### config.mk
export PLATFORM = sky130hd
export DESIGN_NAME = flash_program_erase_timing
export DESIGN_NICKNAME = d
export VERILOG_FILES = /design/src/flash_timing_pkg.sv /design/src/flash_program_erase_timing.sv /design/src/tick_divider.sv
export SDC_FILE = /design/constraint.sdc
export NUM_CORES = 1
export LEC_CHECK = 0
export ABC_AREA = 1
export CELL_PAD_IN_SITES_DETAIL_PLACEMENT = 1
export CELL_PAD_IN_SITES_GLOBAL_PLACEMENT = 1
export CORE_MARGIN = 2
export CORE_UTILIZATION = 41
export CTS_CLUSTER_DIAMETER = 150
export DETAILED_ROUTE_END_ITERATION = 10
export DONT_BUFFER_PORTS = 1
export PLACE_DENSITY_LB_ADDON = 0.1
export SLEW_MARGIN = 15
export SYNTH_ARGS = -nofsm -noshare
export SYNTH_HDL_FRONTEND = slang
export SYNTH_SLANG_ARGS = --single-unit
### constraint.sdc
create_clock -name sys_clk -period 1.6 [get_ports sys_clk]
set_input_delay 0.08 -clock sys_clk [delete_from_list [all_inputs] [get_ports sys_clk]]
set_output_delay 0.08 -clock sys_clk [all_outputs]
set_load 0.02 [all_outputs]
### src/flash_timing_pkg.sv
// constants and types of the flash program and erase timing sequencer
// Contract
// RULE1: single write lasts thirty generator periods
// RULE2: first block item takes twenty-five periods
// RULE3: block items one to sixty-three take eighteen
// RULE4: block ends with six period wait
// RULE5: mass erase 10593, segment erase 4819
// RULE6: requester limits block program time 10ms
// RULE7: requester keeps generator 257 to 476 kHz; the bench DIV of 2 runs it far above
// RULE8: requester repeats mass erase to 20ms; the bench runs one mass erase, never repeated
// RULE9: busy whole sequence, new requests ignored
package flash_timing_pkg;
    localparam int unsigned CNT_W = 14;
    localparam logic [CNT_W-1:0] WORD_TICKS = 14'h001E;
    localparam logic [CNT_W-1:0] BLOCK_FIRST_TICKS = 14'h0019;
    localparam logic [CNT_W-1:0] BLOCK_NEXT_TICKS = 14'h0012;
    localparam logic [CNT_W-1:0] BLOCK_END_TICKS = 14'h0006;
    localparam logic [CNT_W-1:0] MASS_ERASE_TICKS = 14'h2961;
    localparam logic [CNT_W-1:0] SEG_ERASE_TICKS = 14'h12D3;
    localparam int unsigned BLOCK_ITEMS = 64;
    localparam int unsigned IDX_W = 6;
    localparam logic [IDX_W-1:0] LAST_IDX = 6'h3F;
    // request operation codes
    localparam logic [2:0] OP_NONE = 3'h0;
    localparam logic [2:0] OP_WORD = 3'h1;
    localparam logic [2:0] OP_BLOCK = 3'h2;
    localparam logic [2:0] OP_SEG = 3'h3;
    localparam logic [2:0] OP_MASS = 3'h4;
    // system clock cycles per generator period
    localparam int unsigned SYS_CLK_HZ = 25000000;
    localparam int unsigned GEN_HZ = 400000;
    localparam int unsigned GEN_DIV = (SYS_CLK_HZ + GEN_HZ - 1) / GEN_HZ;
    typedef enum logic [2:0] {
        ST_IDLE = 3'b000,
        ST_WORD = 3'b001,
        ST_BLK = 3'b011,
        ST_BLK_END = 3'b010,
        ST_ERASE = 3'b110
    } seq_state_e;
endpackage

### src/flash_program_erase_timing.sv
// program and erase timing sequencer of the flash controller
`timescale 1ns/1ps
`default_nettype none
module flash_program_erase_timing
#(
    parameter int unsigned DIV = flash_timing_pkg::GEN_DIV
) (
    input wire logic sys_clk,
    input wire logic rst_n,
    input wire logic req_valid,
    input wire logic [2:0] req_op,
    input wire logic blk_data_valid,
    output logic blk_data_ready,
    output logic busy,
    output logic prog_strobe,
    output logic erase_active,
    output logic mass_sel,
    output logic done,
    output logic [flash_timing_pkg::IDX_W-1:0] blk_index
);
    import flash_timing_pkg::*;

    ////////////////////////////////////////////////////////////////////////
    // one-cycle pulse per generator period
    logic gen_tick;

    tick_divider #(.DIV(DIV)) u_div (
        .sys_clk(sys_clk),
        .rst_n(rst_n),
        .tick(gen_tick)
    );

    ////////////////////////////////////////////////////////////////////////
    typedef struct packed {
        seq_state_e st;
        logic [CNT_W-1:0] cnt;
        logic [IDX_W-1:0] idx;
        logic started;
        logic busy;
        logic prog;
        logic erase;
        logic mass;
        logic done;
        logic ready;
    } seq_s;

    // idle, nothing pending, every output low
    localparam seq_s SEQ_IDLE = '{st: ST_IDLE, default: '0};
    seq_s q, d;

    logic op_known;
    logic last_tick;
    logic [CNT_W-1:0] first_ticks;
    logic [CNT_W-1:0] item_ticks;

    ////////////////////////////////////////////////////////////////////////
    // periods loaded when a request is accepted; for a block this is the first item only
    function automatic logic [CNT_W-1:0] op_ticks(input logic [2:0] op);
        logic [CNT_W-1:0] n;
        n = '0;
        case (op)
            OP_WORD: begin
                n = WORD_TICKS; // RULE1
            end
            OP_BLOCK: begin
                n = BLOCK_FIRST_TICKS; // RULE2
            end
            OP_SEG: begin
                n = SEG_ERASE_TICKS; // RULE5
            end
            OP_MASS: begin
                n = MASS_ERASE_TICKS; // RULE5
            end
            default: begin
                n = '0;
            end
        endcase
        return n;
    endfunction

    // codes outside the four operations never make the block busy
    assign op_known = req_op inside {OP_WORD, OP_BLOCK, OP_SEG, OP_MASS};
    assign first_ticks = op_ticks(req_op);
    // a count ends on the period tick that finds it at one
    assign last_tick = gen_tick && (q.cnt == 14'h0001);
    // the last item is followed by the closing wait, not another item
    assign item_ticks = (q.idx == LAST_IDX) ? BLOCK_END_TICKS : // RULE4
        BLOCK_NEXT_TICKS; // RULE3

    ////////////////////////////////////////////////////////////////////////
    // next state of the whole sequencer
    always_comb begin
        d = q;
        d.done = 1'b0;
        d.ready = 1'b0;
        case (q.st)
            ST_IDLE: begin
                d.busy = 1'b0;
                d.prog = 1'b0;
                d.erase = 1'b0;
                d.cnt = '0;
                d.idx = '0;
                d.started = 1'b0;
                // busy rises on the edge that takes the request
                if (req_valid && op_known) begin
                    case (req_op)
                        OP_WORD: begin
                            d.st = ST_WORD;
                            d.cnt = first_ticks; // RULE1
                            d.busy = 1'b1; // RULE9
                            d.prog = 1'b1;
                        end
                        OP_BLOCK: begin
                            d.st = ST_BLK;
                            d.cnt = first_ticks; // RULE2
                            d.busy = 1'b1; // RULE9
                            d.started = blk_data_valid;
                        end
                        OP_SEG: begin
                            d.st = ST_ERASE;
                            d.cnt = first_ticks; // RULE5
                            d.busy = 1'b1; // RULE9
                            d.erase = 1'b1;
                            d.mass = 1'b0;
                        end
                        OP_MASS: begin
                            d.st = ST_ERASE;
                            d.cnt = first_ticks; // RULE5
                            d.busy = 1'b1; // RULE9
                            d.erase = 1'b1;
                            d.mass = 1'b1;
                        end
                        default: begin
                            d.st = ST_IDLE;
                        end
                    endcase
                end
            end
            ST_WORD: begin
                // requests are not looked at while busy
                if (last_tick) begin // RULE9
                    d.st = ST_IDLE;
                    d.busy = 1'b0;
                    d.prog = 1'b0;
                    d.done = 1'b1;
                end else if (gen_tick) begin
                    d.cnt = q.cnt - 14'h0001;
                end
            end
            ST_ERASE: begin
                // mass_sel keeps the kind of the last erase
                if (last_tick) begin // RULE9
                    d.st = ST_IDLE;
                    d.busy = 1'b0;
                    d.erase = 1'b0;
                    d.done = 1'b1;
                end else if (gen_tick) begin
                    d.cnt = q.cnt - 14'h0001;
                end
            end
            ST_BLK: begin
                // an item waits for its data before timing starts
                if (!q.started) begin
                    d.started = blk_data_valid;
                end else if (last_tick) begin
                    d.prog = 1'b0;
                    d.ready = 1'b1;
                    d.started = 1'b0;
                    d.cnt = item_ticks; // RULE3 RULE4
                    if (q.idx == LAST_IDX) begin
                        d.st = ST_BLK_END;
                    end else begin
                        d.idx = q.idx + 6'h01;
                    end
                end else begin
                    d.prog = 1'b1; // RULE2 RULE3
                    if (gen_tick) begin
                        d.cnt = q.cnt - 14'h0001;
                    end
                end
            end
            ST_BLK_END: begin
                // closing wait, no item is programmed
                if (last_tick) begin
                    d.st = ST_IDLE;
                    d.busy = 1'b0;
                    d.done = 1'b1;
                end else if (gen_tick) begin
                    d.cnt = q.cnt - 14'h0001;
                end
            end
            default: begin
                // a stray code drops any half-done operation
                d.st = ST_IDLE;
                d.busy = 1'b0;
                d.prog = 1'b0;
                d.erase = 1'b0;
                d.started = 1'b0;
            end
        endcase
    end

    ////////////////////////////////////////////////////////////////////////
    // synchronous reset back to idle
    always_ff @(posedge sys_clk) begin
        if (!rst_n) begin
            q <= SEQ_IDLE;
        end else begin
            q <= d;
        end
    end

    ////////////////////////////////////////////////////////////////////////
    // every output is a field of the state register
    assign busy = q.busy;
    assign prog_strobe = q.prog;
    assign erase_active = q.erase;
    assign mass_sel = q.mass;
    assign done = q.done;
    assign blk_data_ready = q.ready;
    assign blk_index = q.idx;
endmodule // flash_program_erase_timing
`default_nettype wire

### src/tick_divider.sv
// divider producing one-cycle timing generator ticks
`timescale 1ns/1ps
`default_nettype none
module tick_divider #(
    parameter int unsigned DIV = 63
) (
    input wire logic sys_clk,
    input wire logic rst_n,
    output logic tick
);
    typedef struct packed {
        logic [15:0] cnt;
        logic tick;
    } div_s;
    div_s q, d;
    always_comb begin
        d = q;
        d.tick = 1'b0;
        if (q.cnt == 16'(DIV - 1)) begin
            d.cnt = 16'h0000;
            d.tick = 1'b1;
        end else begin
            d.cnt = q.cnt + 16'h0001;
        end
    end
    always_ff @(posedge sys_clk) begin
        if (!rst_n) begin
            q <= '0;
        end else begin
            q <= d;
        end
    end
    assign tick = q.tick;
endmodule // tick_divider
`default_nettype wire
==> results of run 1 <==
[worst register-to-register path, cell delays in order, from the launching register on]
cell,delay (ns)
dfxtp_2,0.34
inv_2,0.06
buf_6,0.10
ha_4,0.13
nand2_4,0.06
nor3_4,0.23
buf_4,0.16
buf_6,0.10
nand2_2,0.05
xor2_1,0.16
nand2_1,0.08
a21oi_1,0.13
[what timing repair did]
action | CTS | global route
hold endpoints to repair | 17 | 16
pin swaps | 1 | 11
setup buffers | 0 | 4
setup endpoints to repair | 13 | 30
resized for setup | 8 | 55
[where the power goes]
part	total (mW)	switching [mW]	leakage [nW]	internal, mW
registers	1.27	0.0519	0.384	1.21
logic	0.725	0.477	1.02	0.248
clock network	1.07	0.440	0.0654	0.625
[Yosys cell counts (all sizes together)]
cell | n | area share (%)
a21oi | 27 | 4.9
a31oi | 1 | 0.22
buf | 10 | 2.7
clkbuf | 1 | 0.13
clkinv | 4 | 0.57
dfxtp | 47 | 33
ha | 5 | 2.2
inv | 59 | 7.9
nand2 | 103 | 15
nand3 | 31 | 6.4
nand3b | 1 | 0.26
nand4 | 7 | 1.8
nor2 | 64 | 10
nor3 | 11 | 2.7
nor3b | 2 | 0.53
nor4 | 1 | 0.22
o211ai | 3 | 0.79
o21ai | 30 | 5.4
o21bai | 1 | 0.66
or2 | 5 | 1.1
xnor2 | 5 | 1.5
xor2 | 6 | 1.8
[cell families (layout without fill, tap and decap cells)]
| family | count (synthesis) | count (layout) | share of synthesized area (%) |
|---|---|---|---|
| flip-flops | 47 | 47 | 33.1 |
| adder cells (fa/ha/maj) | 5 | 5 | 2.20 |
| AND/OR/NAND/NOR | 225 | 225 | 38.0 |
| AO/OA/AOI/OAI | 62 | 62 | 12.0 |
| buffers and inverters | 74 | 112 | 11.3 |
| XOR/XNOR | 11 | 11 | 3.39 |
[through the flow]
step / total power [mW] / util [%] / setup slack [ns]
3_5_place_dp: 1.90 / 46.4 / -0.0432
4_1_cts: 2.98 / 48.7 / -0.00491
3_3_place_gp: 1.89 / 46.4 / -0.00547
5_1_grt: 3.21 / 51.7 / -0.169
2_1_floorplan: 1.74 / - / 0.100
6_report: 3.06 / 51.7 / -0.0546
[flip-flops by register name, summed over array words and instances, names as in the netlist]
register        flops
done                1
blk_index           6
mass_sel            1
q                  18
erase_active        1
u_div.q            16
busy                1
u_div.tick          1
blk_data_ready      1
prog_strobe         1
[routing by layer]
metal / global-route usage (%) / part of all wire [%]
met5: 0 / 0
met4: 5.73 / 1.1
met3: 3.79 / 2.4
met2: 35.5 / 49
met1: 28.2 / 47
[path summary, 6_finish.rpt]
path / start / to / slack (ns)
setup reg to reg: q[14]$_SDFFE_PN0P_ / q[25]$_SDFFE_PN0P_ / -0.05
hold / removal: rst_n / q[28]$_SDFFE_PN0P_ / -0.11
setup / recovery: q[14]$_SDFFE_PN0P_ / q[25]$_SDFFE_PN0P_ / -0.05
hold reg to reg: u_div.q[14]$_SDFF_PP0_ / u_div.q[14]$_SDFF_PP0_ / 0.49
[layout make-up]
class / instances / area, um^2
Tap cell: 80 / 100
Clock buffer: 6 / 72.6
Timing Repair Buffer: 41 / 318
Inverter: 63 / 246
Fill cell: 887 / 3260
Clock inverter: 2 / 60.1
Multi-Input combinational cell: 303 / 1750
Sequential cell: 47 / 952
==> reports/results.tsv, run 1 <==
stage	metric	value	unit
hold_path	Tightest Hold Check Type	in2reg	
yosys	synth unique cells	41	
drt	DR vias/cell	5.10	
drt	Final ANT Viol Nets	0	
placement	hpwl dp	5850	um
sta	setup slack after layout	-0.0546	ns
finish	Nets	473	
flow_run	max_cap viols	0	
floorplanning	initial core utilization	42.1	%
sta	Final Hold Slack	-0.110	ns
yosys	syn_nets	436	
placement	Placed Cells	529	
global_route	antenna violations before repair	0	
sta	RSZ-0062 raised after global routing	yes	
worst_setup_path	Reg2Reg Depth	11	
sta	Clock Skew	0.00374	ns
worst_setup_path	CP Capture Type	flip-flop	
clock_network	CTS tree	yes	
floorplanning	chip height	87.3	um
finish	non-filler instance count after layout	542	
floorplanning	Core Box Area	6760	um^2
pwr	pwr dens	874	nW/um^2
sta	actual slew at the worst max-slew pin	0.423	ns
drt	final wirelength	7900	um
finish	layout cells sized above 1	27.7	%
clock_network	Clock Pin Slew Worst Setup and Hold Paths	0.09	ns
global_route	pin count of the biggest net entering global routing	19	
clock_network	number of H-tree levels	2	
worst_setup_path	Critical Path AT	1.90	ns
clock_network	CTS Buf Count	5	
drt	post-DR wirelength/cell	14.6	um
clock_network	root buffer cell	clkbuf_8	
clock_network	later-pin clock latency in the skew report	0.30	ns
worst_setup_path	WS Path Type	reg2reg	
global_route	vias in the first global route	2704	
sta	sum of negative setup slack	-0.276	ns
finish	leading cell types in the layout, fill and taps excluded	85 x nand2_1, 49 x nor2_1, 47 x inv_1	
finish	Area growth, synth to finish	23.0	%
drt	drt pass-1 iters	4	
sta	Final Hold Viols	16	
global_route	grt ovf	0	
finish	commonest non-fill, non-tap cell in the layout	nand2_1	
yosys	Seq cells post-synth	47	
drt	total number of vias	2763	
floorplanning	I/O Pins	19	
sta	final setup fails	10	
finish	fin area	3500	um^2
sta	Peak Freq	604	MHz
worst_setup_path	Setup crit start kind	flip-flop	
placement	placer congestion estimate	0.809	
finish	n_diodes	0	
clock_network	Sink Count	47	
clock_network	Max Root-Sink Buffers	2	
status	failing checks	negative hold slack, negative setup slack	
drt	# DRC	0	
worst_setup_path	crit path buf inv count	4	
sta	min Tclk post-route	1.65	ns
worst_setup_path	most used cell, CP	buf_6	
yosys	Mapped Cells	424	
floorplanning	Site Rows	30	
global_route	Global Route Usage Sum	21.3	%
pwr	static leakage	1.47	nW
worst_setup_path	crit path max-delay cell type	dfxtp_2	
worst_setup_path	crit-path cells	inv_2, buf_6, ha_4, nand2_4, nor3_4, buf_4, buf_6, nand2_2, xor2_1, nand2_1, a21oi_1	
global_route	first-pass GRT wire length	12700	um
sta	Rel. slew slack	71.5	%
worst_setup_path	critical path peak fanout	3	
status	status	finished, violations left	
worst_setup_path	max incr delay on CP	0.34	ns
hold_path	hold path depth	2	
placement	I/O Buffers	0	
worst_setup_path	delay-heaviest family, CP	buffers and inverters	
sta	Final Cycle Share	103	%
pwr	worst vdd ir	381	uV
floorplanning	Die W	87.3	um
sta	pins over their slew limit	0	
yosys	Mapped Area	2840	um^2
worst_setup_path	Worst path depth	11	
drt	1st-iter DRT viols	45	
yosys	YS warnings	0	
yosys	synthesized area per cell	6.70	um^2
yosys	sequential area share after synthesis	33.1	%
worst_setup_path	CP required	1.84	ns
placement	Area after DPL	3130	um^2
floorplanning	die area	7610	um^2
clock_network	CTS Hold Bufs	1	
Note: power is estimated with default switching activity, not from simulation.
==> run 2: changes to the inputs <==
Settings changed: GPL_TIMING_DRIVEN set to 0.
==> run 2 against run 1 <==
Compared with the run above:
- the run ends with negative setup slack left
- combinational power increased by 1%
- flip-flop and latch count did not move
- cell area shrank 0.50%
- clock skew rose by 0.0045 ns
- critical endpoint is now q[13]$_SDFFE_PN0P_
- first-iteration DRC count grew 62%
- non-clock buffer count down 7
- sequential share of layout area up 0.35 points
- maximum frequency is 1.2% higher
==> reports/results.tsv, run 2 (synthesis results as in run 1) <==
stage	metric	value	unit
clock_network	root buffer cell	clkbuf_8	
worst_setup_path	CP Capture Type	flip-flop	
status	status	finished, violations left	
drt	# DRC	0	
worst_setup_path	internal reg-to-reg setup slack	-0.03	ns
placement	placer congestion estimate	0.784	
pwr	static leakage	1.43	nW
floorplanning	die area	7610	um^2
global_route	Global Route Usage Sum	22.1	%
clock_network	Max Root-Sink Buffers	2	
pwr	Clk pwr share	26.9	%
drt	1st-iter DRT viols	73	
pwr	Pint	1.77	mW
finish	non-filler instance count after layout	535	
clock_network	Sink Count	47	
pwr	pwr dens	792	nW/um^2
status	failing checks	negative setup slack	
worst_setup_path	Setup crit start kind	flip-flop	
sta	pins over their slew limit	0	
sta	RSZ-0062 raised after global routing	yes	
floorplanning	Die W	87.3	um
clock_network	CTS tree	yes	
finish	Nets	466	
clock_network	CTS Buf Count	5	
placement	hpwl dp	5650	um
sta	actual slew at the worst max-slew pin	0.649	ns
finish	commonest non-fill, non-tap cell in the layout	nand2_1	
pwr	worst vdd ir	436	uV
pwr	Comb power frac	26.7	%
drt	final wirelength	8460	um
drt	DR vias/cell	5.19	
sta	final setup fails	10	
finish	fin util	51.5	%
flow_run	max_cap viols	0	
worst_setup_path	Critical Path AT	1.85	ns
pwr	sw frac	35.8	%
global_route	pin count of the biggest net entering global routing	15	
drt	drt pass-1 iters	4	
sta	min Tclk post-route	1.63	ns
worst_setup_path	critical path peak fanout	4	
floorplanning	Core Box Area	6760	um^2
worst_setup_path	CP required	1.81	ns
finish	Area growth, synth to finish	22.4	%
clock_network	later-pin clock latency in the skew report	0.30	ns
sta	setup slack after layout	-0.0347	ns
finish	Most flops, register	q	
finish	max reg flops	18	
placement	I/O Buffers	0	
worst_setup_path	WS Path Type	reg2reg	
sta	Rel. slew slack	56.7	%
finish	layout cells sized above 1	29.5	%
sta	Clock Skew	0.00829	ns
sta	Final Cycle Share	102	%
sta	sum of negative setup slack	-0.124	ns
global_route	antenna violations before repair	0	
hold_path	Tightest Hold Check Type	in2reg	
global_route	first-pass GRT wire length	13300	um
finish	leading cell types in the layout, fill and taps excluded	80 x nand2_1, 48 x nor2_1, 46 x inv_1	
clock_network	Clock Pin Slew Worst Setup and Hold Paths	0.10	ns
floorplanning	chip height	87.3	um
sta	Peak Freq	612	MHz
sta	Final Hold Viols	0	
drt	total number of vias	2776	
global_route	vias in the first global route	2777	
floorplanning	initial core utilization	42.1	%
finish	n_diodes	0	
drt	post-DR wirelength/cell	15.8	um
pwr	sequential power share	46.4	%
global_route	grt ovf	0	
drt	Final ANT Viol Nets	0	
clock_network	number of H-tree levels	2	
floorplanning	Site Rows	30	
placement	Placed Cells	504	
pwr	net switching power	0.986	mW
floorplanning	I/O Pins	19	
==> run 2: per-layer routing <==
| metal | vias to the layer above | share of wire (%) | global-route usage (%) | wire (um) |
|---|---|---|---|---|
| li1 | 1400 | - | - | - |
| met1 | 1341 | 46 | 28.7 | 3920 |
| met5 | - | 0 | 0 | 0 |
| met2 | 27 | 51 | 39.0 | 4300 |
| met4 | 0 | 1.0 | 4.62 | 88 |
| met3 | 8 | 1.7 | 2.65 | 147 |
==> run 2: layout make-up <==
cell class	instances	area, um^2
Sequential cell	47	960
Tap cell	80	100
Buffer	11	91.3
Multi-Input combinational cell	303	1790
Clock buffer	6	72.6
Clock inverter	2	12.5
Timing Repair Buffer	23	195
Inverter	63	253
Fill cell	871	3280
==> run 2: power by group through the flow <==
stage | logic, mW | registers, mW | clock network, mW
floorplan | 0.454 | 1.29 | 0
global placement | 0.573 | 1.30 | 0
detailed placement | 0.584 | 1.30 | 0
CTS | 0.660 | 1.27 | 0.764
global route | 0.809 | 1.29 | 0.805
finish | 0.735 | 1.28 | 0.742
==> run 2: path summary, 6_finish.rpt <==
path / start / end / depth (start not counted)
worst max register to register: q[17]$_SDFFE_PN0P_ / q[13]$_SDFFE_PN0P_ / 10
worst min-delay path: rst_n / blk_index[2]$_SDFFE_PN0P_ / 2
worst min register to register: u_div.q[1]$_SDFF_PP0_ / u_div.q[1]$_SDFF_PP0_ / 1
worst max-delay path: q[17]$_SDFFE_PN0P_ / q[13]$_SDFFE_PN0P_ / 10
==> run 2: through the flow <==
step / hold WS [ns] / instance area, um^2 / power (mW) / setup slack [ns]
global placement: 0.222 / 2940 / 1.87 / -0.163
detailed placement: 0.227 / 2940 / 1.88 / -0.188
CTS: 0.00838 / 3270 / 2.70 / -0.0475
floorplan: 0.218 / 2840 / 1.74 / 0.100
finish: 0.00835 / 3480 / 2.76 / -0.0347
global route: 0.0435 / 3480 / 2.90 / -0.140
==> run 2: what timing repair did <==
item                                    CTS  global route
pin swaps                                14            13
hold endpoints to repair                  7             2
gates cloned                              1             1
hold buffers                              2             1
resized for setup                        42            41
buffers inserted                         11             7
endpoints found under the setup margin   25            35
==> run 2: critical path, stage by stage, from the launching register on <==
cell and delay [ns]:
dfxtp_1 0.38, nor2_4 0.19, inv_2 0.08, nor2_1 0.21
nand4_4 0.15, nand2_4 0.12, buf_4 0.13, buf_4 0.11
a21oi_1 0.06, nand2_1 0.08, inv_1 0.04
